## src/core/sfi_consts.svh

```systemverilog
`ifndef SFI_CONSTS_SVH
`define SFI_CONSTS_SVH

// ****************************************
// Instruction codes
// ****************************************
`define SFI_OP_EXT0_REQ 10'h038
`define SFI_OP_EXT1_REQ 10'h039
`define SFI_OP_CONV_DONE 10'h287
`define SFI_OP_EXT0_PIN 10'h03a
`define SFI_OP_EXT1_PIN 10'h03b
`define SFI_OP_POWER_DOWN 10'h003

// ****************************************
// Register offsets
// ****************************************
`define SFI_ADDR_IRQ_CTRL_A 8'h00
`define SFI_ADDR_IRQ_CTRL_B 8'h04
`define SFI_ADDR_EDGE_CTRL_A 8'h08
`define SFI_ADDR_EDGE_CTRL_B 8'h0c
`define SFI_ADDR_FLAGS 8'h10
`define SFI_ADDR_STATUS 8'h14
`define SFI_ADDR_MASK 8'h18

// ****************************************
// Field positions
// ****************************************
`define SFI_EXT0_EN_BIT 0
`define SFI_EXT1_EN_BIT 1
`define SFI_CONV_EN_BIT 2
`define SFI_POLARITY_BIT 2
`define SFI_EV_SKIP 0
`define SFI_EV_CLEAR 1
`define SFI_EV_NOP 2
`define SFI_EV_DISCARD 3

// ****************************************
// Reset values and widths
// ****************************************
`define SFI_REG_W 4
`define SFI_CTRL_RESET 4'h0
`define SFI_RESP_OKAY 2'h0
`define SFI_RESP_SLVERR 2'h2

`endif

```

## src/core/sfi_pkg.sv

```systemverilog
package sfi_pkg;

	typedef enum logic [2:0] {
		KIND_NONE,
		KIND_EXT0_REQ,
		KIND_EXT1_REQ,
		KIND_CONV_DONE,
		KIND_EXT0_PIN,
		KIND_EXT1_PIN,
		KIND_POWER_DOWN
	} sfi_kind_t;

	typedef struct packed {
		logic valid;
		logic [9:0] word;
	} sfi_instr_t;

	typedef struct packed {
		logic valid;
		logic [7:0] addr;
	} sfi_addr_t;

	typedef struct packed {
		logic valid;
		logic [31:0] data;
		logic [3:0] strb;
	} sfi_wdata_t;

endpackage

```

## src/core/sfi_sync.sv

```systemverilog
// ****************************************
// Two-stage pin synchroniser
// ****************************************
module sfi_sync #(
	parameter int WIDTH = 2
) (
	input wire logic sys_clk,
	input wire logic sys_rst,
	input wire logic [WIDTH-1:0] asyncIn,
	output logic [WIDTH-1:0] syncOut
);

	logic [WIDTH-1:0] stage1_q;

	always_ff @(posedge sys_clk or posedge sys_rst) begin
		if (sys_rst) begin
			stage1_q <= '0;
			syncOut <= '0;
		end else begin
			stage1_q <= asyncIn;
			syncOut <= stage1_q;
		end
	end

endmodule // sfi_sync

```

## src/core/sfi_flag.sv

```systemverilog
// ****************************************
// Sticky flags, set wins over clear
// ****************************************
module sfi_flag #(
	parameter int WIDTH = 4
) (
	input wire logic sys_clk,
	input wire logic sys_rst,
	input wire logic [WIDTH-1:0] setIn,
	input wire logic [WIDTH-1:0] clearIn,
	output logic [WIDTH-1:0] flag_q
);

	genvar i;
	generate
		for (i = 0; i < WIDTH; i++) begin : g_bit
			always_ff @(posedge sys_clk or posedge sys_rst) begin
				if (sys_rst) begin
					flag_q[i] <= 1'b0;
				end else if (setIn[i]) begin
					flag_q[i] <= 1'b1;
				end else if (clearIn[i]) begin
					flag_q[i] <= 1'b0;
				end
			end
		end
	endgenerate

endmodule // sfi_flag

```

## src/core/sfi_skip_unit.sv

```systemverilog
// The AXI4-Lite interface to the registers and the register offsets are this design's own decisions.
`include "sfi_consts.svh"

module sfi_skip_unit (
	input wire logic sys_clk,
	input wire logic sys_rst,
	input wire logic s_axi_awvalid,
	output logic s_axi_awready,
	input wire logic [7:0] s_axi_awaddr,
	input wire logic s_axi_wvalid,
	output logic s_axi_wready,
	input wire logic [31:0] s_axi_wdata,
	input wire logic [3:0] s_axi_wstrb,
	output logic s_axi_bvalid,
	input wire logic s_axi_bready,
	output logic [1:0] s_axi_bresp,
	input wire logic s_axi_arvalid,
	output logic s_axi_arready,
	input wire logic [7:0] s_axi_araddr,
	output logic s_axi_rvalid,
	input wire logic s_axi_rready,
	output logic [31:0] s_axi_rdata,
	output logic [1:0] s_axi_rresp,
	input wire sfi_pkg::sfi_instr_t instrIn,
	input wire logic ext0RequestSet,
	input wire logic ext1RequestSet,
	input wire logic conversionDoneSet,
	input wire logic powerDownFlag,
	input wire logic extIrqPinZero,
	input wire logic extIrqPinOne,
	output logic skipNext_q,
	output logic discardNext_q,
	output logic [2:0] requestFlags_q,
	output logic irq_q
);

	// ****************************************
	// Decoding
	// ****************************************
	function automatic sfi_pkg::sfi_kind_t decodeKind(input logic [9:0] word);
		case (word)
			`SFI_OP_EXT0_REQ: decodeKind = sfi_pkg::KIND_EXT0_REQ;
			`SFI_OP_EXT1_REQ: decodeKind = sfi_pkg::KIND_EXT1_REQ;
			`SFI_OP_CONV_DONE: decodeKind = sfi_pkg::KIND_CONV_DONE;
			`SFI_OP_EXT0_PIN: decodeKind = sfi_pkg::KIND_EXT0_PIN;
			`SFI_OP_EXT1_PIN: decodeKind = sfi_pkg::KIND_EXT1_PIN;
			`SFI_OP_POWER_DOWN: decodeKind = sfi_pkg::KIND_POWER_DOWN;
			default: decodeKind = sfi_pkg::KIND_NONE;
		endcase
	endfunction

	function automatic logic [31:0] widen(input logic [3:0] value);
		widen = {28'h0000000, value};
	endfunction

	logic [3:0] irqCtrlA_q;
	logic [3:0] irqCtrlB_q;
	logic [3:0] edgeCtrlA_q;
	logic [3:0] edgeCtrlB_q;
	logic [3:0] mask_q;
	logic [3:0] status;
	logic [2:0] reqFlags;
	logic [1:0] pinSync;
	logic skipPending_q;

	sfi_sync #(.WIDTH(2)) u_sync (
		.sys_clk(sys_clk),
		.sys_rst(sys_rst),
		.asyncIn({extIrqPinOne, extIrqPinZero}),
		.syncOut(pinSync)
	);

	wire decValid = instrIn.valid & ~skipPending_q;
	wire sfi_pkg::sfi_kind_t kind = decodeKind(instrIn.word);
	wire isExt0 = decValid && kind == sfi_pkg::KIND_EXT0_REQ;
	wire isExt1 = decValid && kind == sfi_pkg::KIND_EXT1_REQ;
	wire isConv = decValid && kind == sfi_pkg::KIND_CONV_DONE;
	wire isPin0 = decValid && kind == sfi_pkg::KIND_EXT0_PIN;
	wire isPin1 = decValid && kind == sfi_pkg::KIND_EXT1_PIN;
	wire isPd = decValid && kind == sfi_pkg::KIND_POWER_DOWN;
	wire en0 = irqCtrlA_q[`SFI_EXT0_EN_BIT];
	wire en1 = irqCtrlA_q[`SFI_EXT1_EN_BIT];
	wire enC = irqCtrlB_q[`SFI_CONV_EN_BIT];
	wire pol0 = edgeCtrlA_q[`SFI_POLARITY_BIT];
	wire pol1 = edgeCtrlB_q[`SFI_POLARITY_BIT];

	// ****************************************
	// Skip conditions
	// ****************************************
	wire takeExt0 = isExt0 & ~en0 & reqFlags[0];
	wire takeExt1 = isExt1 & ~en1 & reqFlags[1];
	wire takeConv = isConv & ~enC & reqFlags[2];
	wire takePin0 = isPin0 & (pinSync[0] == pol0);
	wire takePin1 = isPin1 & (pinSync[1] == pol1);
	wire takePd = isPd & powerDownFlag;
	wire takeSkip = takeExt0 | takeExt1 | takeConv | takePin0 | takePin1 | takePd;
	wire [2:0] reqClear = {takeConv, takeExt1, takeExt0};
	wire nopDone = (isExt0 & en0) | (isExt1 & en1) | (isConv & enC);
	wire discardNow = instrIn.valid & skipPending_q;

	sfi_flag #(.WIDTH(3)) u_req (
		.sys_clk(sys_clk),
		.sys_rst(sys_rst),
		.setIn({conversionDoneSet, ext1RequestSet, ext0RequestSet}),
		.clearIn(reqClear),
		.flag_q(reqFlags)
	);

	// ****************************************
	// Skip sequencing
	// ****************************************
	always_ff @(posedge sys_clk or posedge sys_rst) begin
		if (sys_rst) begin
			skipPending_q <= 1'b0;
			skipNext_q <= 1'b0;
			discardNext_q <= 1'b0;
			requestFlags_q <= 3'h0;
		end else begin
			skipPending_q <= takeSkip | (skipPending_q & ~instrIn.valid);
			skipNext_q <= takeSkip;
			discardNext_q <= discardNow;
			requestFlags_q <= reqFlags;
		end
	end

	// ****************************************
	// Interrupt status
	// ****************************************
	logic [3:0] events;
	logic [3:0] statusClear;
	assign events[`SFI_EV_SKIP] = takeSkip;
	assign events[`SFI_EV_CLEAR] = |reqClear;
	assign events[`SFI_EV_NOP] = nopDone;
	assign events[`SFI_EV_DISCARD] = discardNow;

	sfi_flag #(.WIDTH(4)) u_status (
		.sys_clk(sys_clk),
		.sys_rst(sys_rst),
		.setIn(events),
		.clearIn(statusClear),
		.flag_q(status)
	);

	always_ff @(posedge sys_clk or posedge sys_rst) begin
		if (sys_rst) begin
			irq_q <= 1'b0;
		end else begin
			irq_q <= |(status & mask_q);
		end
	end

	// ****************************************
	// Register bus, write side
	// ****************************************
	sfi_pkg::sfi_addr_t awHeld_q;
	sfi_pkg::sfi_wdata_t wHeld_q;
	wire doWrite = awHeld_q.valid & wHeld_q.valid & ~s_axi_bvalid;
	wire wrLane = wHeld_q.strb[0];
	wire [3:0] wrVal = wHeld_q.data[3:0];
	wire wrCtrlA = doWrite && wrLane && awHeld_q.addr == `SFI_ADDR_IRQ_CTRL_A;
	wire wrCtrlB = doWrite && wrLane && awHeld_q.addr == `SFI_ADDR_IRQ_CTRL_B;
	wire wrEdgeA = doWrite && wrLane && awHeld_q.addr == `SFI_ADDR_EDGE_CTRL_A;
	wire wrEdgeB = doWrite && wrLane && awHeld_q.addr == `SFI_ADDR_EDGE_CTRL_B;
	wire wrStatus = doWrite && wrLane && awHeld_q.addr == `SFI_ADDR_STATUS;
	wire wrMask = doWrite && wrLane && awHeld_q.addr == `SFI_ADDR_MASK;
	wire wrKnown = wrCtrlA | wrCtrlB | wrEdgeA | wrEdgeB | wrStatus | wrMask
		| (awHeld_q.addr == `SFI_ADDR_FLAGS) | ~wrLane;
	assign statusClear = wrStatus ? wrVal : 4'h0;

	always_ff @(posedge sys_clk or posedge sys_rst) begin
		if (sys_rst) begin
			awHeld_q <= '0;
			wHeld_q <= '0;
			s_axi_awready <= 1'b0;
			s_axi_wready <= 1'b0;
			s_axi_bvalid <= 1'b0;
			s_axi_bresp <= `SFI_RESP_OKAY;
		end else begin
			s_axi_awready <= ~awHeld_q.valid & ~s_axi_awready & s_axi_awvalid;
			s_axi_wready <= ~wHeld_q.valid & ~s_axi_wready & s_axi_wvalid;
			if (s_axi_awvalid & s_axi_awready) begin
				awHeld_q <= '{valid: 1'b1, addr: s_axi_awaddr};
			end
			if (s_axi_wvalid & s_axi_wready) begin
				wHeld_q <= '{valid: 1'b1, data: s_axi_wdata, strb: s_axi_wstrb};
			end
			if (doWrite) begin
				s_axi_bvalid <= 1'b1;
				s_axi_bresp <= wrKnown ? `SFI_RESP_OKAY : `SFI_RESP_SLVERR;
			end else if (s_axi_bvalid & s_axi_bready) begin
				s_axi_bvalid <= 1'b0;
				awHeld_q.valid <= 1'b0;
				wHeld_q.valid <= 1'b0;
			end
		end
	end

	always_ff @(posedge sys_clk or posedge sys_rst) begin
		if (sys_rst) begin
			irqCtrlA_q <= `SFI_CTRL_RESET;
			irqCtrlB_q <= `SFI_CTRL_RESET;
			edgeCtrlA_q <= `SFI_CTRL_RESET;
			edgeCtrlB_q <= `SFI_CTRL_RESET;
			mask_q <= `SFI_CTRL_RESET;
		end else begin
			if (wrCtrlA) irqCtrlA_q <= wrVal;
			if (wrCtrlB) irqCtrlB_q <= wrVal;
			if (wrEdgeA) edgeCtrlA_q <= wrVal;
			if (wrEdgeB) edgeCtrlB_q <= wrVal;
			if (wrMask) mask_q <= wrVal;
		end
	end

	// ****************************************
	// Register bus, read side
	// ****************************************
	logic [7:0] rdAddr_q;
	logic rdBusy_q;
	wire [3:0] flagView = {powerDownFlag, reqFlags};
	wire [31:0] rdMux =
		(rdAddr_q == `SFI_ADDR_IRQ_CTRL_A) ? widen(irqCtrlA_q) :
		(rdAddr_q == `SFI_ADDR_IRQ_CTRL_B) ? widen(irqCtrlB_q) :
		(rdAddr_q == `SFI_ADDR_EDGE_CTRL_A) ? widen(edgeCtrlA_q) :
		(rdAddr_q == `SFI_ADDR_EDGE_CTRL_B) ? widen(edgeCtrlB_q) :
		(rdAddr_q == `SFI_ADDR_FLAGS) ? widen(flagView) :
		(rdAddr_q == `SFI_ADDR_STATUS) ? widen(status) :
		(rdAddr_q == `SFI_ADDR_MASK) ? widen(mask_q) : 32'h00000000;
	wire rdKnown = rdAddr_q <= `SFI_ADDR_MASK && rdAddr_q[1:0] == 2'h0;

	always_ff @(posedge sys_clk or posedge sys_rst) begin
		if (sys_rst) begin
			rdAddr_q <= 8'h00;
			rdBusy_q <= 1'b0;
			s_axi_arready <= 1'b0;
			s_axi_rvalid <= 1'b0;
			s_axi_rdata <= 32'h00000000;
			s_axi_rresp <= `SFI_RESP_OKAY;
		end else begin
			s_axi_arready <= ~rdBusy_q & ~s_axi_arready & s_axi_arvalid;
			if (s_axi_arvalid & s_axi_arready) begin
				rdAddr_q <= s_axi_araddr;
				rdBusy_q <= 1'b1;
			end else if (rdBusy_q & ~s_axi_rvalid) begin
				s_axi_rvalid <= 1'b1;
				s_axi_rdata <= rdMux;
				s_axi_rresp <= rdKnown ? `SFI_RESP_OKAY : `SFI_RESP_SLVERR;
			end else if (s_axi_rvalid & s_axi_rready) begin
				s_axi_rvalid <= 1'b0;
				rdBusy_q <= 1'b0;
			end
		end
	end
endmodule // sfi_skip_unit

```

## config.mk

```make
export PLATFORM = sky130hd
export DESIGN_NAME = sfi_skip_unit
export DESIGN_NICKNAME = d
export VERILOG_FILES = /design/src/core/sfi_pkg.sv /design/src/core/sfi_sync.sv /design/src/core/sfi_flag.sv /design/src/core/sfi_skip_unit.sv
export VERILOG_INCLUDE_DIRS = /design/src /design/src/core
export SDC_FILE = /design/constraint.sdc
export NUM_CORES = 1
export LEC_CHECK = 0
export ABC_AREA = 0
export BUFFER_PORTS_ARGS = -buffer_cell sky130_fd_sc_hd__buf_2
export CELL_PAD_IN_SITES_DETAIL_PLACEMENT = 1
export CELL_PAD_IN_SITES_GLOBAL_PLACEMENT = 1
export CORE_ASPECT_RATIO = 1.4
export CORE_UTILIZATION = 34
export CTS_CLUSTER_SIZE = 20
export DETAILED_ROUTE_END_ITERATION = 7
export HOLD_SLACK_MARGIN = 0.02
export PLACE_DENSITY_LB_ADDON = 0.1
export SLEW_MARGIN = 20
export SYNTH_ARGS = -nofsm -noshare
export SYNTH_HDL_FRONTEND = slang
export SYNTH_SLANG_ARGS = --single-unit
```

## constraint.sdc

```tcl
create_clock -name sys_clk -period 1.9 [get_ports sys_clk]
set_input_delay 0.19 -clock sys_clk [delete_from_list [all_inputs] [get_ports sys_clk]]
set_output_delay 0.19 -clock sys_clk [all_outputs]
set_load 0.1 [all_outputs]
```

==> impl_metrics.py <==
metrics = {
    "critical_path": {
        "r2r_start": "rdAddr_q[1]$_DFFE_PP0P_",
        "cp.arrival_ns": 2.05,
        "endpoint_kind": "register",
        "worstPathRequired_ns": 2.13,
        "worst-path-max-fanout": 3,
        "max_stage_delay_ns": 0.57,
        "cp-start-kind": "register",
        "r2r_cells": 5,
        "cp_cell_sequence": "or4_1, or3_4, nor2_4, a22oi_1, o31ai_1",
        "crit_type": "register to register",
        "r2r_end": "s_axi_rdata[0]$_DFFE_PP0P_",
        "critPathTopFamily": "simple AND/OR/NAND/NOR gates",
        "rrSetupSlack_ns": 0.08,
        "slowest_stage": "or4_1",
        "crit_buf_inv": 0,
    },
    "logic_synthesis": {
        "synth_compound_area_share_pct": 9.120,
        "yosys_warnings": 0,
        "synth.distinct_cells": 47,
        "synth_top_area_cell": "dfrtp_1",
        "synthAdderAreaFrac_pct": 0,
        "ys.flop_type": "dfrtp_1",
        "synthMuxAreaShare_pct": 15.44,
        "synth-xor-area-share_pct": 0.7540,
        "ys_async_sr_fraction_pct": 100.0,
        "synthTopCellsByArea": "dfrtp_1, mux2_2, buf_4",
        "seq_area_frac_synth_pct": 52.42,
        "synth_edf_count": 0,
        "synth.avg_cell_area_um2": 11.58,
        "synth_top_area_share_pct": 52.42,
        "synth_seq_cells": 73,
        "netlist_instances": 301,
        "yosys.area_share.simple_pct": 14.15,
        "synth_top_family_by_area": "multiplexers",
        "syn-cell-area_um2": 3485,
    },
    "floorplan": {
        "rows": 43,
        "core_um2": 9953,
        "start_util_pct": 35.01,
        "die-area_um2": 10660,
        "fp.dieW_um": 87.56,
        "io_pins": 123,
        "die_y_um": 121.8,
    },
    "clock_network": {
        "clk_latency_ns": 0.32,
        "clockRootBuffer": "clkbuf_16",
        "cts_tree": "built",
        "cts_max_path_buffers": 2,
        "numCtsBuffers": 9,
        "path_clk_slew_ns": 0.06,
        "post_cts_buffers": 0,
        "clock_sinks": 73,
        "htreeDepth": 3,
    },
    "worst_hold_path": {
        "hp-start": "ext0RequestSet",
        "whs_path_depth": 2,
        "hold_class": "primary input to register",
        "hold_end": "u_req.flag_q[0]$_DFFE_PP0P_",
    },
    "finish": {
        "final_common_cell": "dfrtp_1",
        "final_cell_mix": "dfrtp_1, buf_2, mux2_2",
        "num-nets-final": 458,
        "drive_above_1_share_pct": 37.73,
        "finalInstanceArea_um2": 4315,
        "syn_to_final_growth_pct": 23.84,
        "n_antenna_cell": 0,
        "fin_util_pct": 43.36,
    },
    "sta": {
        "setup_violations": 0,
        "fin_skew_ns": 0.003630,
        "post-route-period-util_pct": 95.75,
        "slew_viol_final": 0,
        "fin_crit_ns": 1.819,
        "fmax_mhz": 549.7,
        "setup-tns-final_ns": 0,
        "grt_setup_unrepaired": "true",
        "final_hold_viol_count": 0,
        "worst_slack_ns": 0.08073,
    },
    "global_routing": {
        "grt_pass1_wl_mm": 12.79,
        "antenna_found_initial": 0,
        "grt.overflow.total": 0,
        "grtUsageTotal_pct": 15.99,
        "grt_max_degree": 57,
        "first_global_vias": 2573,
    },
    "power": {
        "power_per_cell_area_nw_per_um2": 1468,
        "p_total_mw": 6.335,
        "cellLeakagePower_nw": 2.007,
        "irDropWorstVdd_v": 0.0007831,
    },
    "routing": {
        "first_iter_violations": 54,
        "wire_per_inst_um": 14.43,
        "wirelength_mm": 7.535,
        "vias": 2453,
        "drcViolationCount": 0,
        "vias_per_cell": 4.699,
        "drt_first_pass_iters": 4,
        "antenna_left": 0,
    },
    "flow_run": {
        "cap_viol_max_count": 0,
    },
    "place": {
        "place_ws_ns": -0.1592,
        "gp_congestion": 0.7333,
        "port-buffer-count": 61,
        "placed_cell_area_um2": 3943,
        "dp_hpwl_mm": 5.745,
    },
    "run_status": {
        "status": "complete, no violations",
    },
}
power breakdown:
group | total [mW] | leakage, nW | internal, mW | switching [mW]
Combinational | 2.15 | 0.961 | 0.706 | 1.45
Sequential | 2.43 | 0.900 | 1.96 | 0.465
Clock | 1.76 | 0.146 | 1.15 | 0.609
how the worst max path moves through the flow:
stage	startpoint	to	slack (ns)	cells after the start
after global placement	instrIn[3]	skipPending_q$_DFF_PP0_	-0.13	6
after global routing	awHeld_q[1]$_DFFE_PP0P_	mask_q[2]$_DFFE_PP0P_	-0.04	5
after CTS	rdAddr_q[1]$_DFFE_PP0P_	s_axi_rdata[0]$_DFFE_PP0P_	0.02	5
final	rdAddr_q[1]$_DFFE_PP0P_	s_axi_rdata[0]$_DFFE_PP0P_	0.08	5
after floorplan	instrIn[3]	skipPending_q$_DFF_PP0_	0.03	5
after detailed placement	instrIn[3]	skipPending_q$_DFF_PP0_	-0.16	6
stage by stage:
stage / hold WS (ns) / cells
finish: 0.05882 / 522
floorplan: 0.2214 / 330
detailed placement: 0.2149 / 503
CTS: 0.04665 / 522
global route: 0.05535 / 522
global placement: 0.2155 / 503
flip-flops by register name (all words and copies together) (netlist names), 4 cells and up:
| signal | flops |
|---|---|
| awHeld_q | 9 |
| edgeCtrlA_q | 4 |
| edgeCtrlB_q | 4 |
| irqCtrlA_q | 4 |
| irqCtrlB_q | 4 |
| mask_q | 4 |
| rdAddr_q | 8 |
| s_axi_rdata | 4 |
| u_status.flag_q | 4 |
| wHeld_q | 6 |
metal layers:
layer  track usage, %  up-vias  part of all wire, %
li1                 -     1177                    -
met1            18.95     1213                   42
met2            27.83       57                   53
met3            3.591        6                  3.2
met4            6.148        0                  1.3
met5                0        -                    0
worst reg2reg max path: stages (launching register included):
cell	delay (ns)
dfrtp_1	0.37
or4_1	0.57
or3_4	0.38
nor2_4	0.13
a22oi_1	0.08
o31ai_1	0.20
cell families (layout without fill, tap and decap cells):
family / count (synthesis) / in the layout
AND/OR/NAND/NOR: 87 / 87
multiplexers: 47 / 47
flip-flops: 73 / 73
buffers and inverters: 44 / 101
AO/OA/AOI/OAI: 46 / 46
other: 1 / 30
XOR/XNOR: 3 / 3
cell type report:
class	instances	area, µm²
fillers	1109	5638
clock inverters	5	80.08
flip-flops and latches	73	1828
clock buffers	11	232.7
multi-input cells	213	1523
inverters	7	30.03
repair buffers	78	452.9
well taps	135	168.9
synthesized netlist by cell type (2+ instances only):
master / instances
nand3b_1: 3
o211ai_1: 2
mux2_2: 44
a22oi_1: 4
o21ai_0: 10
xor2_1: 2
a22o_1: 2
nor2_1: 9
a221oi_1: 2
a21bo_2: 2
nor3b_1: 6
a21oi_1: 5
buf_4: 30
or3_1: 2
o22ai_1: 5
a21boi_0: 2
mux2i_1: 2
nand4b_1: 3
or4_1: 2
nor3_1: 3
o22a_1: 2
a21o_1: 3
nor4_1: 2
and3b_1: 2
dfrtp_1: 73
nand3_1: 8
inv_1: 7
nand2_1: 24
clkbuf_1: 6
nor2b_1: 5
a211oi_1: 2
nand2b_1: 12
what timing repair did:
action,in CTS,in global routing
gates resized for setup,1,5
pin swaps,0,3
endpoints found under the setup margin,1,15
endpoints found under the hold margin,19,0
hold buffers,3,0
cloned,0,0
No activity file was read; power rests on OpenSTA's default activity.
